$ cat src/logic/feap_consts.vh
// constants for the flash erase, address-mode and sleep command block
`ifndef FEAP_CONSTS_VH
`define FEAP_CONSTS_VH

// opcodes
`define FEAP_OP_ERASE_ALL_A     8'hC7
`define FEAP_OP_ERASE_ALL_B     8'h60
`define FEAP_OP_WIDE_ENTER      8'hB7
`define FEAP_OP_WIDE_EXIT       8'hE9
`define FEAP_OP_UPPER_READ      8'hC8
`define FEAP_OP_UPPER_WRITE     8'hC5
`define FEAP_OP_SLEEP           8'hB9
`define FEAP_OP_WAKE_IDENTIFY   8'hAB
`define FEAP_OP_WRITE_ENABLE    8'h06
`define FEAP_OP_WRITE_DISABLE   8'h04

// frame positions, in link clock rising edges since chip select fell
`define FEAP_OPCODE_BITS        5'h08
`define FEAP_OPCODE_LAST        5'h07
`define FEAP_DATA_LAST          5'h0F
`define FEAP_BITCNT_MAX         5'h1F

// reset value and erased byte value
`define FEAP_UPPER_RESET        8'h00
`define FEAP_ERASED_BYTE        8'hFF

// timing; system clock rate in MHz
`define FEAP_SYS_CLK_MHZ        20
// sleep entry delay, longest time, ns -> round down, at least one cycle
`define FEAP_SLEEP_ENTRY_NS     3000
`define FEAP_SLEEP_ENTRY_CYC    ((`FEAP_SLEEP_ENTRY_NS * `FEAP_SYS_CLK_MHZ) / 1000)
// wake-up delay, least time, ns -> round up
`define FEAP_WAKE_NS            3000
`define FEAP_WAKE_CYC           ((`FEAP_WAKE_NS * `FEAP_SYS_CLK_MHZ + 999) / 1000)
// whole-array erase time in ms (default of a top-level parameter)
`define FEAP_ERASE_ALL_MS       200
`define FEAP_TIMER_W            32

`endif

$ cat src/logic/feap_ctrl.v
// command interpreter for array erase, address mode, upper address byte and sleep
//
// Operation
// - Opcodes C7h and 60h both decode as whole-array erase.
// - Array erase sets all bits to one; needs write enable latch set first.
// - Erase runs only if chip select rises right after the eighth opcode bit.
// - Chip select rise starts timed erase; busy bit high throughout; latch cleared.
// - Erase ignored entirely while any block is write-protected.
// - After reset, address fields are 24 bits until switched.
// - Opcode B7h sets the wide address flag; addresses become 32 bits.
// - Opcode E9h clears the wide address flag; back to 24-bit addresses.
// - In 24-bit mode the upper address byte supplies A31 to A24.
// - Opcode C8h shifts the upper address byte out MSB first on falling edges.
// - Opcode C5h plus a data byte writes upper byte only when latch set.
// - Upper address byte clears to zero at power-up and any reset.
// - In 32-bit mode, address bits A31 to A24 overwrite the upper byte.
// - Only opcode B9h enters sleep; sleep ignores write, program and erase.
// - Sleep ignores all but wake/identify and software reset, which leave it.
// - Chip select high with nothing running means standby, not sleep.
// - Power-up lands in standby; power-down ends sleep.
// - Sleep entered a delay after chip select rises exactly after eighth bit.
// - Sleep opcode during an erase is rejected, erase unaffected.
// - Opcode ABh leaves sleep; commands accepted again after the wake delay.
`timescale 1ns/1ps
`include "feap_consts.vh"
module feap_ctrl #(
   parameter ERASE_CYCLES = `FEAP_ERASE_ALL_MS * `FEAP_SYS_CLK_MHZ * 1000
) (
   // clock and reset
   input  wire       i_sys_clk,
   input  wire       i_resetn,
   // serial link pins from the host
   input  wire       i_spi_clk,
   input  wire       i_spi_cs_n,
   input  wire       i_serial_in,
   // serial output pin
   output wire       o_serial_out,
   output wire       o_serial_out_oe,
   // neighbouring device logic, same clock
   input  wire       i_sw_reset,
   input  wire       i_any_block_protected,
   input  wire       i_addr_top_valid,
   input  wire [7:0] i_addr_top,
   // status and array control
   output wire       o_write_in_progress,
   output wire       o_write_enable_latch,
   output wire       o_wide_address_flag,
   output wire [7:0] o_upper_address,
   output wire [7:0] o_access_addr_hi,
   output wire       o_erase_start,
   output wire [7:0] o_erase_fill,
   output wire       o_deep_sleep,
   output wire       o_cmd_ready
);

   // power states
   localparam [1:0] PM_STANDBY = 2'b00;
   localparam [1:0] PM_ENTER   = 2'b01;
   localparam [1:0] PM_SLEEP   = 2'b10;
   localparam [1:0] PM_WAKE    = 2'b11;

   localparam [`FEAP_TIMER_W-1:0] ERASE_LOAD = ERASE_CYCLES;
   localparam [`FEAP_TIMER_W-1:0] SLEEP_LOAD = `FEAP_SLEEP_ENTRY_CYC;
   localparam [`FEAP_TIMER_W-1:0] WAKE_LOAD  = `FEAP_WAKE_CYC;

   wire       cs_n_s;
   wire       sclk_s;
   wire       si_s;
   reg        sclk_prev_reg;
   reg        cs_prev_reg;
   reg  [4:0] bit_cnt_reg;
   reg  [7:0] shin_reg;
   reg  [7:0] opcode_reg;
   reg  [7:0] shout_reg;
   reg        so_reg;
   reg        oe_reg;
   reg        read_active_reg;
   reg        wel_reg;
   reg        wide_reg;
   reg  [7:0] upper_reg;
   reg  [1:0] pm_reg;
   reg  [1:0] pm_next;
   reg        erase_go;
   reg        pm_load;
   reg  [`FEAP_TIMER_W-1:0] pm_load_val;
   wire       erase_busy;
   wire       erase_done;
   wire       pm_busy;
   wire       pm_done;

   //////////////////////////////////////////////////////////////////////////
   // pin synchronisers; chip select idles high
   feap_sync #(.RESET_VAL(1'b1)) u_sync_cs (
      .i_clk    (i_sys_clk),
      .i_resetn (i_resetn),
      .i_async  (i_spi_cs_n),
      .o_sync   (cs_n_s)
   );

   feap_sync #(.RESET_VAL(1'b0)) u_sync_clk (
      .i_clk    (i_sys_clk),
      .i_resetn (i_resetn),
      .i_async  (i_spi_clk),
      .o_sync   (sclk_s)
   );

   feap_sync #(.RESET_VAL(1'b0)) u_sync_si (
      .i_clk    (i_sys_clk),
      .i_resetn (i_resetn),
      .i_async  (i_serial_in),
      .o_sync   (si_s)
   );

   //////////////////////////////////////////////////////////////////////////
   // edge detection on the synchronised pins
   wire selected  = ~cs_n_s;
   wire sclk_rise = selected & sclk_s & ~sclk_prev_reg;
   wire sclk_fall = selected & ~sclk_s & sclk_prev_reg;
   wire cs_rise   = cs_n_s & ~cs_prev_reg;
   wire cs_fall   = ~cs_n_s & cs_prev_reg;
   wire [7:0] byte_in = {shin_reg[6:0], si_s};

   // a frame ends cleanly only when exactly one opcode byte was latched
   wire frame8    = (bit_cnt_reg == `FEAP_OPCODE_BITS);
   wire opc_done  = sclk_rise & (bit_cnt_reg == `FEAP_OPCODE_LAST);
   wire data_done = sclk_rise & (bit_cnt_reg == `FEAP_DATA_LAST);
   wire standby   = (pm_reg == PM_STANDBY);
   // while erasing, only the upper byte read is serviced
   wire accept    = standby & ~erase_busy;

   always @(posedge i_sys_clk or negedge i_resetn) begin
      if (!i_resetn) begin
         sclk_prev_reg <= 1'b0;
         cs_prev_reg   <= 1'b1;
      end else begin
         sclk_prev_reg <= sclk_s;
         cs_prev_reg   <= cs_n_s;
      end
   end

   //////////////////////////////////////////////////////////////////////////
   // input shifter, bit counter and opcode capture on link rising edges
   always @(posedge i_sys_clk or negedge i_resetn) begin
      if (!i_resetn) begin
         bit_cnt_reg <= 5'h00;
         shin_reg    <= 8'h00;
         opcode_reg  <= 8'h00;
      end else if (cs_fall) begin
         bit_cnt_reg <= 5'h00;
      end else if (sclk_rise) begin
         shin_reg <= byte_in;
         // saturate so long frames never wrap back onto a byte boundary
         if (bit_cnt_reg != `FEAP_BITCNT_MAX) begin
            bit_cnt_reg <= bit_cnt_reg + 5'h01;
         end
         if (opc_done) begin
            opcode_reg <= byte_in;
         end
      end
   end

   //////////////////////////////////////////////////////////////////////////
   // upper byte readout: loaded at the eighth rising edge, shifted on falls
   always @(posedge i_sys_clk or negedge i_resetn) begin
      if (!i_resetn) begin
         shout_reg       <= 8'h00;
         so_reg          <= 1'b0;
         oe_reg          <= 1'b0;
         read_active_reg <= 1'b0;
      end else if (!selected) begin
         oe_reg          <= 1'b0;
         read_active_reg <= 1'b0;
      end else if (opc_done && byte_in == `FEAP_OP_UPPER_READ && standby) begin
         shout_reg       <= upper_reg;
         read_active_reg <= 1'b1;
      end else if (sclk_fall && read_active_reg) begin
         // msb first, rotating so a long read repeats the byte
         so_reg    <= shout_reg[7];
         shout_reg <= {shout_reg[6:0], shout_reg[7]};
         oe_reg    <= 1'b1;
      end
   end

   assign o_serial_out    = so_reg;
   assign o_serial_out_oe = oe_reg;

   //////////////////////////////////////////////////////////////////////////
   // write enable latch, array erase start and address mode flag
   always @(posedge i_sys_clk or negedge i_resetn) begin
      if (!i_resetn) begin
         wel_reg  <= 1'b0;
         wide_reg <= 1'b0;
         erase_go <= 1'b0;
      end else begin
         erase_go <= 1'b0;
         if (i_sw_reset) begin
            wel_reg  <= 1'b0;
            wide_reg <= 1'b0;
         end else if (cs_rise && frame8 && accept) begin
            case (opcode_reg)
               `FEAP_OP_WRITE_ENABLE: begin
                  wel_reg <= 1'b1;
               end
               `FEAP_OP_WRITE_DISABLE: begin
                  wel_reg <= 1'b0;
               end
               `FEAP_OP_ERASE_ALL_A, `FEAP_OP_ERASE_ALL_B: begin
                  // protected blocks or no latch: command dropped whole
                  if (wel_reg && !i_any_block_protected) begin
                     erase_go <= 1'b1;
                     wel_reg  <= 1'b0;
                  end
               end
               `FEAP_OP_WIDE_ENTER: begin
                  wide_reg <= 1'b1;
               end
               `FEAP_OP_WIDE_EXIT: begin
                  wide_reg <= 1'b0;
               end
               default: begin
                  wel_reg <= wel_reg;
               end
            endcase
         end
      end
   end

   //////////////////////////////////////////////////////////////////////////
   // upper address byte: cleared by resets, written by command or wide access
   always @(posedge i_sys_clk or negedge i_resetn) begin
      if (!i_resetn) begin
         upper_reg <= `FEAP_UPPER_RESET;
      end else if (i_sw_reset) begin
         upper_reg <= `FEAP_UPPER_RESET;
      end else if (data_done && opcode_reg == `FEAP_OP_UPPER_WRITE
                   && wel_reg && accept) begin
         upper_reg <= byte_in;
      end else if (i_addr_top_valid && wide_reg) begin
         upper_reg <= i_addr_top;
      end
   end

   // upper byte stands in for A31..A24 only in 24-bit mode
   assign o_access_addr_hi = wide_reg ? i_addr_top : upper_reg;

   //////////////////////////////////////////////////////////////////////////
   // self-timed array erase; busy bit follows the timer
   feap_timer #(.W(`FEAP_TIMER_W)) u_erase_timer (
      .i_clk    (i_sys_clk),
      .i_resetn (i_resetn),
      .i_start  (erase_go),
      .i_load   (ERASE_LOAD),
      .i_abort  (i_sw_reset),
      .o_busy   (erase_busy),
      .o_done   (erase_done)
   );

   //////////////////////////////////////////////////////////////////////////
   // power state: standby, entering sleep, asleep, waking
   always @* begin
      pm_next     = pm_reg;
      pm_load     = 1'b0;
      pm_load_val = SLEEP_LOAD;
      case (pm_reg)
         PM_STANDBY: begin
            // sleep refused while an erase runs; erase carries on untouched
            if (cs_rise && frame8 && opcode_reg == `FEAP_OP_SLEEP
                && !erase_busy) begin
               pm_next = PM_ENTER;
               pm_load = 1'b1;
            end
         end
         PM_ENTER: begin
            if (pm_done) begin
               pm_next = PM_SLEEP;
            end
         end
         PM_SLEEP: begin
            // only wake/identify gets through; identify may carry dummies
            if (cs_rise && bit_cnt_reg >= `FEAP_OPCODE_BITS
                && opcode_reg == `FEAP_OP_WAKE_IDENTIFY) begin
               pm_next     = PM_WAKE;
               pm_load     = 1'b1;
               pm_load_val = WAKE_LOAD;
            end
         end
         PM_WAKE: begin
            if (pm_done) begin
               pm_next = PM_STANDBY;
            end
         end
         default: begin
            pm_next = PM_STANDBY;
         end
      endcase
   end

   // reset or software reset lands in standby, never in sleep
   always @(posedge i_sys_clk or negedge i_resetn) begin
      if (!i_resetn) begin
         pm_reg <= PM_STANDBY;
      end else if (i_sw_reset) begin
         pm_reg <= PM_STANDBY;
      end else begin
         pm_reg <= pm_next;
      end
   end

   feap_timer #(.W(`FEAP_TIMER_W)) u_pm_timer (
      .i_clk    (i_sys_clk),
      .i_resetn (i_resetn),
      .i_start  (pm_load),
      .i_load   (pm_load_val),
      .i_abort  (i_sw_reset),
      .o_busy   (pm_busy),
      .o_done   (pm_done)
   );

   //////////////////////////////////////////////////////////////////////////
   // status outputs
   assign o_write_in_progress  = erase_busy;
   assign o_write_enable_latch = wel_reg;
   assign o_wide_address_flag  = wide_reg;
   assign o_upper_address      = upper_reg;
   assign o_erase_start        = erase_go;
   assign o_erase_fill         = `FEAP_ERASED_BYTE;
   assign o_deep_sleep         = (pm_reg == PM_SLEEP);
   // ready excludes the entry and wake windows; timer busy only there
   assign o_cmd_ready          = accept & ~pm_busy & ~erase_done;

endmodule

$ cat src/logic/feap_sync.v
// two-flop synchroniser for one level from outside the system clock domain
`timescale 1ns/1ps
module feap_sync #(
   parameter RESET_VAL = 1'b0
) (
   // clock and reset
   input  wire i_clk,
   input  wire i_resetn,
   // asynchronous level in, synchronised level out
   input  wire i_async,
   output wire o_sync
);

   reg meta_reg;
   reg sync_reg;

   // first flop feeds only the second one
   always @(posedge i_clk or negedge i_resetn) begin
      if (!i_resetn) begin
         meta_reg <= RESET_VAL;
         sync_reg <= RESET_VAL;
      end else begin
         meta_reg <= i_async;
         sync_reg <= meta_reg;
      end
   end

   assign o_sync = sync_reg;

endmodule

$ cat src/logic/feap_timer.v
// loadable down-counter for self-timed operations with a done pulse
`timescale 1ns/1ps
`include "feap_consts.vh"
module feap_timer #(
   parameter W = `FEAP_TIMER_W
) (
   // clock and reset
   input  wire         i_clk,
   input  wire         i_resetn,
   // control
   input  wire         i_start,
   input  wire [W-1:0] i_load,
   input  wire         i_abort,
   // status
   output wire         o_busy,
   output wire         o_done
);

   reg [W-1:0] count_reg;
   reg         done_reg;

   // abort beats start so a reset always leaves the timer idle
   always @(posedge i_clk or negedge i_resetn) begin
      if (!i_resetn) begin
         count_reg <= {W{1'b0}};
         done_reg  <= 1'b0;
      end else begin
         done_reg <= 1'b0;
         if (i_abort) begin
            count_reg <= {W{1'b0}};
         end else if (i_start) begin
            count_reg <= i_load;
         end else if (count_reg != {W{1'b0}}) begin
            count_reg <= count_reg - {{(W-1){1'b0}}, 1'b1};
            if (count_reg == {{(W-1){1'b0}}, 1'b1}) begin
               done_reg <= 1'b1;
            end
         end
      end
   end

   assign o_busy = (count_reg != {W{1'b0}});
   assign o_done = done_reg;

endmodule

$ cat config.mk
export PLATFORM = sky130hd
export DESIGN_NAME = feap_ctrl
export DESIGN_NICKNAME = d
export VERILOG_FILES = /design/src/logic/feap_ctrl.v /design/src/logic/feap_sync.v /design/src/logic/feap_timer.v
export VERILOG_INCLUDE_DIRS = /design/src /design/src/logic
export SDC_FILE = /design/constraint.sdc
export NUM_CORES = 1
export LEC_CHECK = 0
export ABC_AREA = 1
export BUFFER_PORTS_ARGS = -buffer_cell sky130_fd_sc_hd__buf_2
export CAP_MARGIN = 20
export CORE_ASPECT_RATIO = 1.1
export CORE_UTILIZATION = 50
export DETAILED_ROUTE_END_ITERATION = 12
export PLACE_DENSITY = 0.74
export SLEW_MARGIN = 10
export SYNTH_ARGS = -nofsm -noshare
export SYNTH_HDL_FRONTEND = slang
export SYNTH_SLANG_ARGS = --single-unit
$ cat constraint.sdc
create_clock -name i_sys_clk -period 1.95 [get_ports i_sys_clk]
set_clock_uncertainty 0.15 [all_clocks]
set_input_delay 0.2925 -clock i_sys_clk [delete_from_list [all_inputs] [get_ports i_sys_clk]]
set_output_delay 0.2925 -clock i_sys_clk [all_outputs]
set_load 0.01 [all_outputs]
**Word level (Yosys, flattened, before mapping)**

Cells that the tools add are included.

- Bits in registers: 118
- Word-level logic and storage cells: 161

- $add $sub $neg: 3
- $lt $le $gt $ge: 1
- Eq/ne operators: 25
- Mux-type cells: 48
- Bitwise logic cells: 20
- Reduce and logical (&&, ||, !) cells: 40

Operators by type and width:

| cell | count |
|---|---|
| two-way mux 32 bit | 6 |
| equality test 32 x 1 -> 1 bit (second input constant) | 2 |
| nonzero test 32 bit | 2 |
| subtractor 32 x 1 -> 32 bit (second input constant) | 2 |
| equality test 8 bit (second input constant) | 7 |
| two-way mux 8 bit | 6 |
| two-way mux 1 bit | 24 |
| equality test 8 x 3 -> 1 bit (second input constant) | 2 |
| two-way mux 5 bit | 3 |
| logical AND 1 bit | 14 |
| != test 3 x 2 -> 1 bit (second input constant) | 4 |
| nonzero test 2 bit | 6 |
| nonzero test 3 bit | 4 |
| AND 1 bit | 11 |
| equality test 5 x 4 -> 1 bit (second input constant) | 2 |
| two-way mux 2 bit | 5 |
| AND reduction 2 bit | 5 |
| NOT 1 bit | 9 |
| AND reduction 3 bit | 3 |
| equality test 8 x 7 -> 1 bit (second input constant) | 1 |
| one-hot mux 2 bit (4 select lines) | 1 |
| adder 5 x 1 -> 5 bit (second input constant) | 1 |
| equality test 5 x 3 -> 1 bit (second input constant) | 1 |
| greater-or-equal comparator 5 x 4 -> 1 bit (second input constant) | 1 |
| other kinds (12) | 15 |

**Depth between registers and ports, before layout**

- Depth after elaboration: 9
- Gate-level depth with buffers: 13
- Depth with buffers taken out: 13

**By module**

Synthesis repeated with hierarchy kept, for this count alone.

- Cell total of the unflattened synthesis: 1159
- Area total of the unflattened synthesis: 7933.9 um^2

By module, submodules not included:

| module | instances | cells an instance | area each (um^2) |
|---|---|---|---|
| feap_ctrl | 1 | 369 | 2725.1 |
| feap_timer at u_erase_timer | 1 | 398 | 2570.0 |
| feap_timer at u_pm_timer | 1 | 386 | 2486.1 |
| feap_sync at u_sync_clk ... | 2 | 2 | 50.0 |
| feap_sync at u_sync_cs | 1 | 2 | 52.6 |

**Worst setup path after synthesis**

No wires, ideal clock.

- Kind: reg2out
- From: register u_erase_timer.count_reg[0]
- To: output port o_cmd_ready
- Arrival time: 1.679 ns
- Slack: -0.171 ns
- Stages on the path, launching flop included: 10
- Cell sequence: dfrtp_1 inv_1 ha_1 nand2_4 nor2_4 nand2_4 nor2_8 buf_4 nand2_1 nor3_1

- Cells in the longest elaborated chain, start to end: 5

Ends and longest elaborated chain:

| element | line | RTL |
|---|---|---|
| start: declaration | feap_timer.v:19 | `reg [W-1:0] count_reg;` |
| start signal: assignment | feap_timer.v:25 | `count_reg <= {W{1'b0}};` |
| start signal: assignment | feap_timer.v:30 | `count_reg <= {W{1'b0}};` |
| start signal: assignment | feap_timer.v:32 | `count_reg <= i_load;` |
| nonzero test 32 bit | feap_timer.v:42 | `assign o_busy = (count_reg != {W{1'b0}});` |
| NOT 1 bit | feap_ctrl.v:129 | `wire accept = standby & ~erase_busy;` |
| AND 1 bit | feap_ctrl.v:129 |  |
| AND 1 bit (2 in a row) | feap_ctrl.v:329 | `assign o_cmd_ready = accept & ~pm_busy & ~erase_done;` |
| end: declaration | feap_ctrl.v:53 | `output wire o_cmd_ready` |

No other way between the ends.

**Worst setup path after layout**

- From: register u_erase_timer.count_reg[1]
- To: output port o_cmd_ready

The elaborated chain is that of the path after synthesis.

==> results_dict.tcl <==
set metrics [dict create \
    async_flop_share 1.00 \
    whs_ns 0.0262 \
    synthTopCellsByArea "dfrtp_1 (42%), nand2_1 (12%), nor2_1 (10%)" \
    ys_seq_area_frac 0.434 \
    arrival_ns 1.87 \
    grt_pass1_vias 6662 \
    rows 44 \
    initial_utilization 0.514 \
    drt-wirelength-per-cell_um 14.9 \
    netlist_area_um2 6820 \
    path_clk_slew_ns 0.06 \
    clock_latency_ns 0.42 \
    rsz0062_at_grt "true" \
    finalHoldViolations 0 \
    start_kind "flop" \
    detail-route-antenna-nets 0 \
    die_h_um 124 \
    worst_slack_ns -0.361 \
    setup-violations-final 52 \
    dpl_cell_area_um2 8270 \
    place_hpwl_um 12500 \
    outcome "finished with violations" \
    cp_max_fo 4 \
    min_period_ns 2.31 \
    vias_per_cell 5.30 \
    grt_overflow_total 0 \
    grt_pass1_wl_um 30400 \
    p_leak_nw 5.10 \
    synth-simple-area-share 0.354 \
    cts_buffer_depth 2 \
    nets 1161 \
    synth_mux_area_frac 0.0132 \
    synth_fa_ha_area_frac 0.0220 \
    die_w_um 113 \
    yosysMostFrequentCell "nand2_1" \
    pwr_density_cell_nw_per_um2 1850 \
    ys_seq_elements 118 \
    yosysTopAreaCellShare 0.422 \
    drt_wl_total_um 19800 \
    place_ws_ns -0.163 \
    cts_tree "yes" \
    io_buffer_count 39 \
    synth_top_family_by_area "simple AND/OR/NAND/NOR gates" \
    fin_crit_sh 1.18 \
    critPathRequiredTime_ns 1.51 \
    yosys.area.top_type "dfrtp_1" \
    ios 48 \
    drc 0 \
    setup.worst_path.class "flop to output port" \
    peakVddDrop_mv 0.921 \
    violations "negative setup slack" \
    hp-class "input pin to flop" \
    drtIter0Drc 571 \
    area_growth_pct 41.7 \
    final.setup.tns_ns -9.22 \
    yosysUniqueCellTypes 44 \
    stdcell_count 1330 \
    fmax_mhz 433 \
    slew_violations 0 \
    seqCellArea_um2 2960 \
    antenna_found_initial 0 \
    fillers 937 \
    die_area_um2 14100 \
    clock-root-buffer "clkbuf_16" \
    gp_congestion 0.895 \
    synthFlopType "dfrtp_1" \
    postSynthAreaPerCell_um2 7.48 \
    h-tree-depth 4 \
    num_vias 7054 \
    core_region_area_um2 13300 \
    yosys-top-cells-count "nand2_1 (226), nor2_1 (181), dfrtp_1 (115)" \
    diodes 0 \
    final_layout_size_suffix_gt1_frac 0.327 \
    grt_use_total 0.273 \
    clock-sinks 118 \
    synthCells 912 \
    synthXorXnorAreaFrac 0.0372 \
    placed_cells 1254 \
    cp-end-kind "output port" \
    yosysWarnings 0 \
    first_pass_iters 5 \
    synth-compound-area-share 0.0613 \
    grt_max_degree 58 \
    numCtsBuffers 17 \
    synth_edf_count 0 \
    maxCapViolations 0 \
    fin_area_um2 9670 \
    multi_input_area_um2 3720 \
]
-- per-stage QoR --
step	util	total power, mW
final	0.728	17.9
after global routing	0.728	19.1
after CTS	0.702	16.6
after detailed placement	0.623	12.5
after global placement	0.623	12.3
after floorplan	-	8.88
-- area by class of cell --
cell class,count,share of cell area
Clock buffer,21,0.0476
Inverter,98,0.0392
Tap cell,184,0.0238
Clock inverter,11,0.0105
Sequential cell,118,0.306
Timing Repair Buffer,222,0.188
Multi-Input combinational cell,676,0.385
-- critical path, stage by stage, from the launching register on --
cell	delay [ns]
dfrtp_1	0.40
inv_2	0.09
ha_4	0.15
nand2_4	0.06
nor2_4	0.13
nand2_4	0.08
nor2_8	0.14
nand2_2	0.08
nor3_2	0.14
buf_2	0.16
-- power breakdown --
part           internal (mW)  switching [mW]
clock                   1.81            1.13
sequential              3.09           0.529
combinational           5.03            6.27
total                   9.94            7.93
-- cells by family after synthesis --
group | Yosys count
AOI/OAI and AO/OA | 71
xor gates and xnor gates | 29
adders and majority gates | 12
buffers and inverters | 125
DFF | 118
muxes | 8
other | 1
and+or+nand+nor | 548
-- path summary, 6_finish.rpt --
| kind | startpoint | end | cells after the start | slack (ns) |
|---|---|---|---|---|
| max in group asynchronous | i_resetn | u_sync_cs.meta_reg | 3 | 1.00 |
| min in group asynchronous | i_resetn | u_erase_timer.count_reg[29] | 2 | 0.10 |
| max | u_erase_timer.count_reg[1] | o_cmd_ready | 9 | -0.36 |
| max reg2reg | u_erase_timer.count_reg[1] | u_pm_timer.count_reg[8] | 14 | -0.26 |
| min reg2reg | u_sync_si.meta_reg | u_sync_si.o_sync | 0 | 0.20 |
| min | i_addr_top[6] | o_upper_address[6] | 5 | 0.03 |
-- what timing repair did --
item	CTS	global route
cloned	1	1
hold buffers	6	0
setup endpoints to repair	52	80
buffers inserted	33	15
pin swaps	19	40
gates resized for setup	48	96
hold endpoints to repair	120	0
-- cells in the final DEF (no fill, tap or decap), types with 12 or more instances in the layout --
cell type,netlist,routed
nor2_4,4,12
o21ai_0,36,27
nand4_1,39,39
inv_1,93,85
xor2_1,24,24
dfrtp_1,115,114
clkbuf_16,0,18
nor2_2,6,32
nand2_2,2,20
nand3_1,46,40
buf_2,5,35
nor3_1,18,13
buf_4,9,151
nor2_1,181,147
nand2_1,226,205
buf_6,3,18
-- metal layers --
metal / part of all wire / up-vias / GRT usage
li1: - / 3362 / -
met1: 0.42 / 3407 / 0.338
met2: 0.51 / 234 / 0.466
met3: 0.048 / 51 / 0.0496
met4: 0.028 / 0 / 0.114
met5: 0 / - / 0
No activity file was read; power rests on OpenSTA's default activity.
